$ cat src/pkg/drs_consts.svh
// constants for the dual rail enable sequencer: offsets, fields, resets, times
// assumes one 100 MHz reference clock; included by package and modules alike
`ifndef DRS_CONSTS_SVH
`define DRS_CONSTS_SVH

`define DRS_CLK_MHZ        100
`define DRS_CNT_W          18

// register offsets
`define DRS_OFS_STATUS     8'h04
`define DRS_OFS_ENABLE     8'h05

// status register fields
`define DRS_ST_REBOOT      7
`define DRS_ST_TOGETHER    4
`define DRS_STATUS_RST     8'h00
`define DRS_STATUS_WMASK   8'h90

// enable register fields
`define DRS_EN_SS_FAST     7
`define DRS_EN_HIZ         6
`define DRS_EN_UVP_SD      5
`define DRS_EN_OFF_IMM     4
`define DRS_EN_POS         2
`define DRS_EN_NEG         1
`define DRS_EN_BOOST       0
`define DRS_ENABLE_RST     8'h27
`define DRS_ENABLE_WMASK   8'hF7

// times in microseconds at default output voltages
`define DRS_SEQ_DLY_US     2000
`define DRS_POS_SS_US      1200
`define DRS_NEG_SS_US      1800
`define DRS_FAST_SS_US     700
`define DRS_BOOST_SS_US    470

// interval timer slots
`define DRS_TMR_SEQ        0
`define DRS_TMR_POSOFF     1
`define DRS_TMR_DIS        2
`define DRS_TMR_N          3

`endif

$ cat src/pkg/drs_pkg.sv
// types shared by the sequencer top and its interval timer
// assumes drs_consts.svh on the include path
`include "drs_consts.svh"

package drs_pkg;

    typedef logic [`DRS_CNT_W-1:0] drs_count_t;

    // rail controls handed to the analog regulators
    typedef struct packed {
        logic boost_rail_en;
        logic positive_rail_en;
        logic negative_rail_en;
        logic pos_discharge_en;
        logic neg_discharge_en;
        logic boost_pfm_allow;
        logic pump_pfm_allow;
    } drs_rails_s;

    // nominal soft-start durations in reference cycles
    typedef struct packed {
        drs_count_t boost_ss;
        drs_count_t pos_ss;
        drs_count_t neg_ss;
    } drs_ss_s;

    typedef struct packed {
        drs_count_t count;
        logic       active;
        logic       done;
    } drs_tmr_s;

    typedef struct packed {
        logic       pos_s1;
        logic       pos_s2;
        logic       neg_s1;
        logic       neg_s2;
        logic       uv_s1;
        logic       uv_s2;
        logic       bss_s1;
        logic       bss_s2;
        logic       pos_d;
        logic       neg_d;
        logic       boost_done_d;
        logic [7:0] stage_status;
        logic [7:0] stage_enable;
        logic [7:0] status;
        logic [7:0] enable;
        logic [7:0] rdata;
        drs_rails_s rails;
        drs_ss_s    ss;
    } drs_state_s;

endpackage

$ cat src/core/drs_interval_timer.sv
// one restartable interval counter on the reference clock
// assumes restart and clear come from logic on the same clock
`timescale 1ns/100ps
`include "drs_consts.svh"

module drs_interval_timer
    import drs_pkg::*;
(
    input  wire logic              i_ref_clk,
    input  wire logic              i_resetn,
    input  wire logic              i_restart,
    input  wire logic              i_clear,
    input  wire drs_pkg::drs_count_t i_limit,
    output logic                   o_running,
    output logic                   o_expired
);

    drs_tmr_s q;
    drs_tmr_s next_q;

    ////////////////////////////////////////////////////////////////////////////
    // clear wins over restart so a dropped condition never leaves a stale interval
    always_comb
    begin
        next_q = q;
        if (i_clear)
        begin
            next_q = '0;
        end
        else if (i_restart)
        begin
            next_q.count  = '0;
            next_q.active = 1'b1;
            next_q.done   = 1'b0;
        end
        else if (q.active)
        begin
            if (q.count + drs_count_t'(1) >= i_limit)
            begin
                next_q.active = 1'b0;
                next_q.done   = 1'b1;
            end
            else
            begin
                next_q.count = q.count + drs_count_t'(1);
            end
        end
    end

    always_ff @(posedge i_ref_clk or negedge i_resetn)
    begin
        if (!i_resetn)
        begin
            q <= '0;
        end
        else
        begin
            q <= next_q;
        end
    end

    assign o_running = q.active;
    assign o_expired = q.done;

endmodule

$ cat src/core/drs_sequencer.sv
// dual rail enable sequencer: pins plus register bits to boost/positive/negative
// assumes pins, undervoltage and boost ramp-done arrive asynchronously;
// register port is driven by the serial slave on this clock, one byte per write
// Behaviour
// - boost on only with a pin high or the positive off delay running, and boost bit set, else everything off
// - negative rail needs its pin high and its enable bit set
// - positive rail needs its pin high or its off delay running, and its enable bit set
// - all three rail enable bits reset to one, pins alone suffice
// - undriven pins read low through a pull-down outside; the synchroniser resets low
// - positive ramp starts on pin, bit and boost ramp finished
// - sequenced negative start is later of 2ms after boost or pin high
// - status bit 4 picks sequenced start or both rails together
// - enable bit 7 picks 1.2/1.8ms or 0.7ms rail ramps
// - ramps have fixed slope; durations hold only at default voltages
// - each pin low drops its rail; both low also drops boost
// - enable bit 4 clear holds positive and boost 2ms after pin falls
// - input undervoltage drops every active regulator at once
// - positive discharge on 2ms after negative pin falls, again on its fall
// - enable bit 6 removes both output pull-downs, outputs float
// - light-load pulse mode only when its per-regulator bit allows
// - enable bits written in one transaction apply at its stop
`timescale 1ns/100ps
`include "drs_consts.svh"

module drs_sequencer
    import drs_pkg::*;
#(
    parameter int P_SEQ_DLY_CYC   = `DRS_SEQ_DLY_US * `DRS_CLK_MHZ,
    parameter int P_POS_SS_CYC    = `DRS_POS_SS_US * `DRS_CLK_MHZ,
    parameter int P_NEG_SS_CYC    = `DRS_NEG_SS_US * `DRS_CLK_MHZ,
    parameter int P_FAST_SS_CYC   = `DRS_FAST_SS_US * `DRS_CLK_MHZ,
    parameter int P_BOOST_SS_CYC  = `DRS_BOOST_SS_US * `DRS_CLK_MHZ
)
(
    input  wire logic          i_ref_clk,
    input  wire logic          i_resetn,
    input  wire logic          i_pos_rail_enable_pin,
    input  wire logic          i_neg_rail_enable_pin,
    input  wire logic          i_input_uvlo,
    input  wire logic          i_boost_ss_done,
    input  wire logic          i_boost_pfm_en,
    input  wire logic          i_pump_pfm_en,
    input  wire logic          i_reg_wr,
    input  wire logic [7:0]    i_reg_addr,
    input  wire logic [7:0]    i_reg_wdata,
    input  wire logic          i_xfer_stop,
    output logic [7:0]         o_reg_rdata,
    output drs_pkg::drs_rails_s o_rails,
    output drs_pkg::drs_ss_s   o_ss_cycles
);

    drs_state_s q;
    drs_state_s next_q;

    logic       tmr_restart [`DRS_TMR_N];
    logic       tmr_clear   [`DRS_TMR_N];
    drs_count_t tmr_limit   [`DRS_TMR_N];
    logic       tmr_running [`DRS_TMR_N];
    logic       tmr_expired [`DRS_TMR_N];

    // synchronised views
    logic pin_p;
    logic pin_n;
    logic uvlo;
    logic boost_done;
    logic pos_fall;
    logic neg_fall;
    logic boost_done_rise;
    logic pos_hold;
    logic boost_on;
    logic pos_on;
    logic neg_on;
    logic hiz;
    logic pos_dis;
    logic neg_dis;
    logic boost_pfm;
    logic pump_pfm;

    // a pin left floating is pulled low outside; reset value of the
    // synchroniser is also low so nothing starts before the pins settle
    assign pin_p      = q.pos_s2;
    assign pin_n      = q.neg_s2;
    assign uvlo       = q.uv_s2;
    assign boost_done = q.bss_s2 & q.rails.boost_rail_en;
    assign hiz        = q.enable[`DRS_EN_HIZ];

    assign pos_fall        = q.pos_d & ~pin_p;
    assign neg_fall        = q.neg_d & ~pin_n;
    assign boost_done_rise = boost_done & ~q.boost_done_d;

    ////////////////////////////////////////////////////////////////////////////
    // interval timers: sequencing delay, positive off delay, discharge window
    // one counter per interval rather than a shared timebase, so overlapping
    // windows never steal each other's count; costs three 18-bit counters

    assign tmr_restart[`DRS_TMR_SEQ]    = boost_done_rise;
    assign tmr_clear[`DRS_TMR_SEQ]      = ~boost_done;
    assign tmr_limit[`DRS_TMR_SEQ]      = drs_count_t'(P_SEQ_DLY_CYC);

    assign tmr_restart[`DRS_TMR_POSOFF] = pos_fall;
    assign tmr_clear[`DRS_TMR_POSOFF]   = pin_p | uvlo;
    assign tmr_limit[`DRS_TMR_POSOFF]   = drs_count_t'(P_SEQ_DLY_CYC);

    assign tmr_restart[`DRS_TMR_DIS]    = neg_fall;
    assign tmr_clear[`DRS_TMR_DIS]      = pin_n;
    assign tmr_limit[`DRS_TMR_DIS]      = drs_count_t'(P_SEQ_DLY_CYC);

    genvar gi;
    generate
        for (gi = 0; gi < `DRS_TMR_N; gi++)
        begin : g_tmr
            drs_interval_timer u_tmr
            (
                .i_ref_clk (i_ref_clk),
                .i_resetn  (i_resetn),
                .i_restart (tmr_restart[gi]),
                .i_clear   (tmr_clear[gi]),
                .i_limit   (tmr_limit[gi]),
                .o_running (tmr_running[gi]),
                .o_expired (tmr_expired[gi])
            );
        end
    endgenerate

    ////////////////////////////////////////////////////////////////////////////
    // rail decisions

    always_comb
    begin
        // positive rail and boost linger after the pin falls unless immediate off;
        // the fall cycle itself counts, else the rail blinks off for one edge
        pos_hold = 1'b0;
        if (!q.enable[`DRS_EN_OFF_IMM])
        begin
            pos_hold = pos_fall | tmr_running[`DRS_TMR_POSOFF];
        end

        // undervoltage gates every term, no sequencing delay applies
        boost_on = 1'b0;
        if (!uvlo && q.enable[`DRS_EN_BOOST])
        begin
            boost_on = pin_p | pin_n | pos_hold;
        end

        pos_on = 1'b0;
        if (boost_on && boost_done && q.enable[`DRS_EN_POS])
        begin
            pos_on = pin_p | pos_hold;
        end

        // together mode skips the delay; otherwise wait for the 2ms mark
        neg_on = 1'b0;
        if (boost_on && boost_done && pin_n && q.enable[`DRS_EN_NEG])
        begin
            neg_on = q.status[`DRS_ST_TOGETHER]
                   | tmr_expired[`DRS_TMR_SEQ];
        end

        // discharge window opens on the negative pin fall itself and is held
        // again once the positive rail is off; hi-z mode removes both pull-downs
        pos_dis = 1'b0;
        neg_dis = 1'b0;
        if (!hiz)
        begin
            pos_dis = neg_fall | tmr_running[`DRS_TMR_DIS] | ~pos_on;
            neg_dis = ~neg_on;
        end

        // permit follows its rail; a rail that is off never changes mode
        boost_pfm = 1'b0;
        pump_pfm  = 1'b0;
        if (boost_on && i_boost_pfm_en)
        begin
            boost_pfm = 1'b1;
        end
        if (neg_on && i_pump_pfm_en)
        begin
            pump_pfm = 1'b1;
        end
    end

    ////////////////////////////////////////////////////////////////////////////
    // next state

    always_comb
    begin
        next_q = q;

        // two-stage synchronisers for everything from outside the clock
        next_q.pos_s1 = i_pos_rail_enable_pin;
        next_q.pos_s2 = q.pos_s1;
        next_q.neg_s1 = i_neg_rail_enable_pin;
        next_q.neg_s2 = q.neg_s1;
        next_q.uv_s1  = i_input_uvlo;
        next_q.uv_s2  = q.uv_s1;
        next_q.bss_s1 = i_boost_ss_done;
        next_q.bss_s2 = q.bss_s1;

        next_q.pos_d        = pin_p;
        next_q.neg_d        = pin_n;
        next_q.boost_done_d = boost_done;

        // bytes land in staging; the live copy changes only at stop
        if (i_reg_wr)
        begin
            case (i_reg_addr)
                `DRS_OFS_STATUS:
                begin
                    next_q.stage_status = i_reg_wdata & `DRS_STATUS_WMASK;
                end
                `DRS_OFS_ENABLE:
                begin
                    next_q.stage_enable = i_reg_wdata & `DRS_ENABLE_WMASK;
                end
                default:
                begin
                    // other addresses are not ours; the byte is dropped
                    next_q.stage_enable = q.stage_enable;
                end
            endcase
        end
        if (i_xfer_stop)
        begin
            if (q.stage_status[`DRS_ST_REBOOT])
            begin
                // reboot reverts all registers and then reads back as zero
                next_q.stage_status = `DRS_STATUS_RST;
                next_q.stage_enable = `DRS_ENABLE_RST;
                next_q.status       = `DRS_STATUS_RST;
                next_q.enable       = `DRS_ENABLE_RST;
            end
            else
            begin
                next_q.status = q.stage_status;
                next_q.enable = q.stage_enable;
            end
        end

        // read-back shows the live copy so software sees what is in force
        case (i_reg_addr)
            `DRS_OFS_STATUS: next_q.rdata = q.status;
            `DRS_OFS_ENABLE: next_q.rdata = q.enable;
            default:         next_q.rdata = 8'h00;
        endcase

        next_q.rails.boost_rail_en    = boost_on;
        next_q.rails.positive_rail_en = pos_on;
        next_q.rails.negative_rail_en = neg_on;

        next_q.rails.pos_discharge_en = pos_dis;
        next_q.rails.neg_discharge_en = neg_dis;
        next_q.rails.boost_pfm_allow  = boost_pfm;
        next_q.rails.pump_pfm_allow   = pump_pfm;

        // nominal ramp times only; the analog ramp is slope based and
        // stretches or shrinks with the programmed output voltage
        next_q.ss.boost_ss = drs_count_t'(P_BOOST_SS_CYC);
        if (q.enable[`DRS_EN_SS_FAST])
        begin
            next_q.ss.pos_ss = drs_count_t'(P_FAST_SS_CYC);
            next_q.ss.neg_ss = drs_count_t'(P_FAST_SS_CYC);
        end
        else
        begin
            next_q.ss.pos_ss = drs_count_t'(P_POS_SS_CYC);
            next_q.ss.neg_ss = drs_count_t'(P_NEG_SS_CYC);
        end
    end

    ////////////////////////////////////////////////////////////////////////////
    // state register

    always_ff @(posedge i_ref_clk or negedge i_resetn)
    begin
        if (!i_resetn)
        begin
            q              <= '0;
            q.stage_status <= `DRS_STATUS_RST;
            q.stage_enable <= `DRS_ENABLE_RST;
            q.status       <= `DRS_STATUS_RST;
            q.enable       <= `DRS_ENABLE_RST;
            q.rails        <= '0;
        end
        else
        begin
            q <= next_q;
        end
    end

    assign o_reg_rdata = q.rdata;
    assign o_rails     = q.rails;
    assign o_ss_cycles = q.ss;

endmodule

$ cat config.mk
export PLATFORM = sky130hd
export DESIGN_NAME = drs_sequencer
export DESIGN_NICKNAME = d
export VERILOG_FILES = /design/src/pkg/drs_pkg.sv /design/src/core/drs_interval_timer.sv /design/src/core/drs_sequencer.sv
export VERILOG_INCLUDE_DIRS = /design/src /design/src/pkg
export SDC_FILE = /design/constraint.sdc
export NUM_CORES = 1
export LEC_CHECK = 0
export BUFFER_PORTS_ARGS = -buffer_cell sky130_fd_sc_hd__buf_2
export CAP_MARGIN = 20
export CELL_PAD_IN_SITES_DETAIL_PLACEMENT = 0
export CELL_PAD_IN_SITES_GLOBAL_PLACEMENT = 1
export CORE_AREA = 2 2 149 151
export CTS_CLUSTER_DIAMETER = 80
export DETAILED_ROUTE_END_ITERATION = 8
export DIE_AREA = 0 0 151 153
export PLACE_DENSITY_LB_ADDON = 0.25
export SKIP_LAST_GASP = 1
export SLEW_MARGIN = 20
export SYNTH_ARGS = -nofsm -noshare
export SYNTH_HDL_FRONTEND = slang
export SYNTH_SLANG_ARGS = --single-unit
$ cat constraint.sdc
create_clock -name i_ref_clk -period 4.12 [get_ports i_ref_clk]
set_input_delay 0.824 -clock i_ref_clk [delete_from_list [all_inputs] [get_ports i_ref_clk]]
set_output_delay 0.824 -clock i_ref_clk [all_outputs]
set_load 0.01 [all_outputs]
==> flow_metrics.env <==
export IMPL_postCtsSetupBuffers=0
export IMPL_power_frac_seq=0.437
export IMPL_hold_worst_slack_ps=352.2
export IMPL_grt_pass1_wl_um=25320
export IMPL_clk_pin_slew_ps=60
export IMPL_hold_class="flop to flop"
export IMPL_cp_arrival_ps=3470
export IMPL_num_rows=54
export IMPL_start_util=0.3146
export IMPL_yosysSeqAreaShare=0.4383
export IMPL_cts_tree="yes"
export IMPL_synth_edf_count=0
export IMPL_wl_um=15030
export IMPL_clk_path_buf_depth=2
export IMPL_drv_slew=0
export IMPL_via_per_inst=5.097
export IMPL_finClkSkew_ps=11.03
export IMPL_path_cells="ha_1, nand4_1, or3_1, mux2i_1, o211ai_2, a31oi_1, or2_1, o31ai_1"
export IMPL_finalInstanceArea_um2=7470
export IMPL_ys_types=70
export IMPL_yosysTopAreaCellShare=0.4072
export IMPL_die_width_um=151
export IMPL_maxCapViolCount=0
export IMPL_htree_num_levels=4
export IMPL_synth_async_sr_flop_share=1.000
export IMPL_status="finished clean"
export IMPL_p_int_mw=2.196
export IMPL_layout_min_cycle_time_ps=3204
export IMPL_initialDrtViolationCount=378
export IMPL_comb_power_share=0.061
export IMPL_power_density_nw_per_um2=388.5
export IMPL_routedWlPerCell_um=14.72
export IMPL_placed_area_um2=6887
export IMPL_critPathMaxStageDelay_ps=670
export IMPL_num_vias=5204
export IMPL_drtAntennaViolNets=0
export IMPL_fp_dieH_um=153
export IMPL_worstMarginPinSlew_ps=955.1
export IMPL_critPathLaunchType="flop"
export IMPL_end_kind="flop"
export IMPL_synth_ff_type="dfrtp_1"
export IMPL_synth_area_leader_cell="dfrtp_1"
export IMPL_grt_overflow_total=0
export IMPL_grt_pass1_vias=4949
export IMPL_worstSetupPathType="flop to flop"
export IMPL_cp_slowest_cell="or2_1"
export IMPL_grt_use_total=0.1360
export IMPL_cts_hold_buffers=0
export IMPL_port_buffers=70
export IMPL_antennaDiodeCount=0
export IMPL_syn_area_per_cell_um2=9.428
export IMPL_peakVddDrop_uv=356.9
export IMPL_ys_warn_count=0
export IMPL_drc_errors=0
export IMPL_synthCells=717
export IMPL_drive_gt1_frac=0.1808
export IMPL_hpwl_um=10070
export IMPL_clkLatencyLatePin_ps=420
export IMPL_area_delta_synth_final_pct=10.49
export IMPL_clock_power_share=0.501
export IMPL_finalHoldViolations=0
export IMPL_boundaryPins=95
export IMPL_final_common_cell="dfrtp_1"
export IMPL_rsz0062_at_grt="no"
export IMPL_place_congestion=0.7708
export IMPL_grt_max_degree=77
export IMPL_dieArea_um2=23100
export IMPL_cts_root_buf="clkbuf_16"
export IMPL_ys_seq_elements=118
export IMPL_dr_pass1_iters=5
export IMPL_antenna_found_initial=0
export IMPL_p_sw_frac=0.2432
export IMPL_fin_setup_tns_ps=0
export IMPL_synth_area_leaders="dfrtp_1 41%, buf_4 7.7%, mux2i_1 4.9%"
export IMPL_syn_area_um2=6760
export IMPL_max_freq_mhz=312.1
export IMPL_switchingPower_mw=0.7057
export IMPL_cp_top_family="simple AND/OR/NAND/NOR gates"
export IMPL_timing_critical_path_buf_inv=0
export IMPL_core_um2=21490
export IMPL_cp_required_ps=4380
export IMPL_cts_resized=0
export IMPL_final_util=0.3477
export IMPL_clock_sinks=118
export IMPL_fillers=2224
export IMPL_slew_headroom=0.3633
export IMPL_setup_violations_final=0
export IMPL_period_share=0.7778
export IMPL_path_max_fanout=16
export IMPL_numCtsBuffers=17
export IMPL_layout_nets=760
export IMPL_final_cell_mix="110 x dfrtp_1, 69 x buf_2, 67 x nand2_1"
export IMPL_leakagePower_nw=3.244
[worst reg2reg max path: stages, from the launching register on]
cell      delay, ps
dfrtp_1         450
ha_1            340
nand4_1         320
or3_1           490
mux2i_1         190
o211ai_2        120
a31oi_1         310
or2_1           670
o31ai_1         170
[path summary, 6_finish.rpt]
path                                                  from                         endpoint  slack, ps  cells after the start
setup / recovery           g_tmr[2].u_tmr.q[2]$_DFFE_PN0P_  g_tmr[2].u_tmr.q[5]$_DFFE_PN0P_        920                      8
max in group asynchronous                         i_resetn                  q[87]$_DFF_PN1_       2910                      2
hold / removal                       next_q[108]$_DFF_PN0_                  pin_n$_DFF_PN0_        350                      0
hold reg to reg                      next_q[108]$_DFF_PN0_                  pin_n$_DFF_PN0_        350                      0
setup reg to reg           g_tmr[2].u_tmr.q[2]$_DFFE_PN0P_  g_tmr[2].u_tmr.q[5]$_DFFE_PN0P_        920                      8
min in group asynchronous                         i_resetn                q[80]$_DFFE_PN0P_        450                      1
[logic make-up after synthesis]
family                     count (synthesis)  synth area share
AOI/OAI and AO/OA                        161            0.1636
xor gates and xnor gates                   2          0.002592
adders and majority gates                  6           0.01110
buffers and inverters                    124            0.1138
DFF                                      118            0.4383
muxes                                     33           0.04886
other                                      2          0.001111
and+or+nand+nor                          271            0.2206
[synthesized netlist by cell type, types with 2 or more instances]
master,count
o22a_1,4
and3_1,18
clkbuf_1,16
nor2_1,42
a41oi_1,2
o31ai_1,13
a21o_1,3
nor3_2,2
or3_1,13
buf_4,69
buf_2,12
a21oi_1,30
nand2_1,67
dfrtp_1,110
nand3b_1,3
o21ai_0,26
a31oi_1,6
o21a_1,4
nor4_2,4
o211ai_1,15
dfstp_2,8
buf_6,4
conb_1,2
nor3b_1,4
nand2b_1,20
nor4_1,8
mux2i_1,33
nor3_1,6
o2111ai_1,4
o31ai_2,5
or4_1,11
and4_1,6
inv_1,22
o21ai_1,25
xor2_1,2
o41ai_1,5
and2_1,15
nand3_1,27
nand4_1,9
nor2b_1,6
nand3_2,2
ha_1,6
[layer usage]
layer	global-route usage	vias up	share of wire
li1	-	2510	-
met2	0.2058	104	0.45
met1	0.1891	2577	0.49
met4	0.03961	0	0.0097
met5	0	-	0
met3	0.03881	13	0.043
[cell type report]
class,instances,area (um2),share of cell area
inverters,22,82.58,0.01106
clock buffers,20,446.7,0.05980
repair buffers,72,384.1,0.05142
multi-input cells,497,3112,0.4166
well taps,280,350.3,0.04690
flip-flops and latches,118,2963,0.3966
clock inverters,12,131.4,0.01759
[power groups by stage]
| stage | registers (mW) | logic, mW | clock network, mW |
|---|---|---|---|
| after detailed placement | 1.29 | 0.181 | 0 |
| after global routing | 1.28 | 0.202 | 1.54 |
| after CTS | 1.27 | 0.182 | 1.49 |
| after global placement | 1.29 | 0.178 | 0 |
| final | 1.27 | 0.178 | 1.45 |
| after floorplan | 1.27 | 0.149 | 0 |
[sequential cells by signal (all words and copies together), names as in the netlist]
signal	count
g_tmr.u_tmr.o_running	3
pin_p	1
o_reg_rdata	8
g_tmr.u_tmr.q	54
hiz	1
o_ss_cycles	3
uvlo	1
next_q	4
g_tmr.u_tmr.o_expired	1
q	34
o_rails	7
pin_n	1
[stage by stage]
stage          total power, mW  cells  setup WS, ps
2_1_floorplan            1.419    739          1617
3_3_place_gp             1.468    989          1012
3_5_place_dp             1.472    989         978.7
4_1_cts                  2.946   1021         936.0
5_1_grt                  3.023   1021         589.4
6_report                 2.902   1021         915.6
No activity file was read; power rests on OpenSTA's default activity.
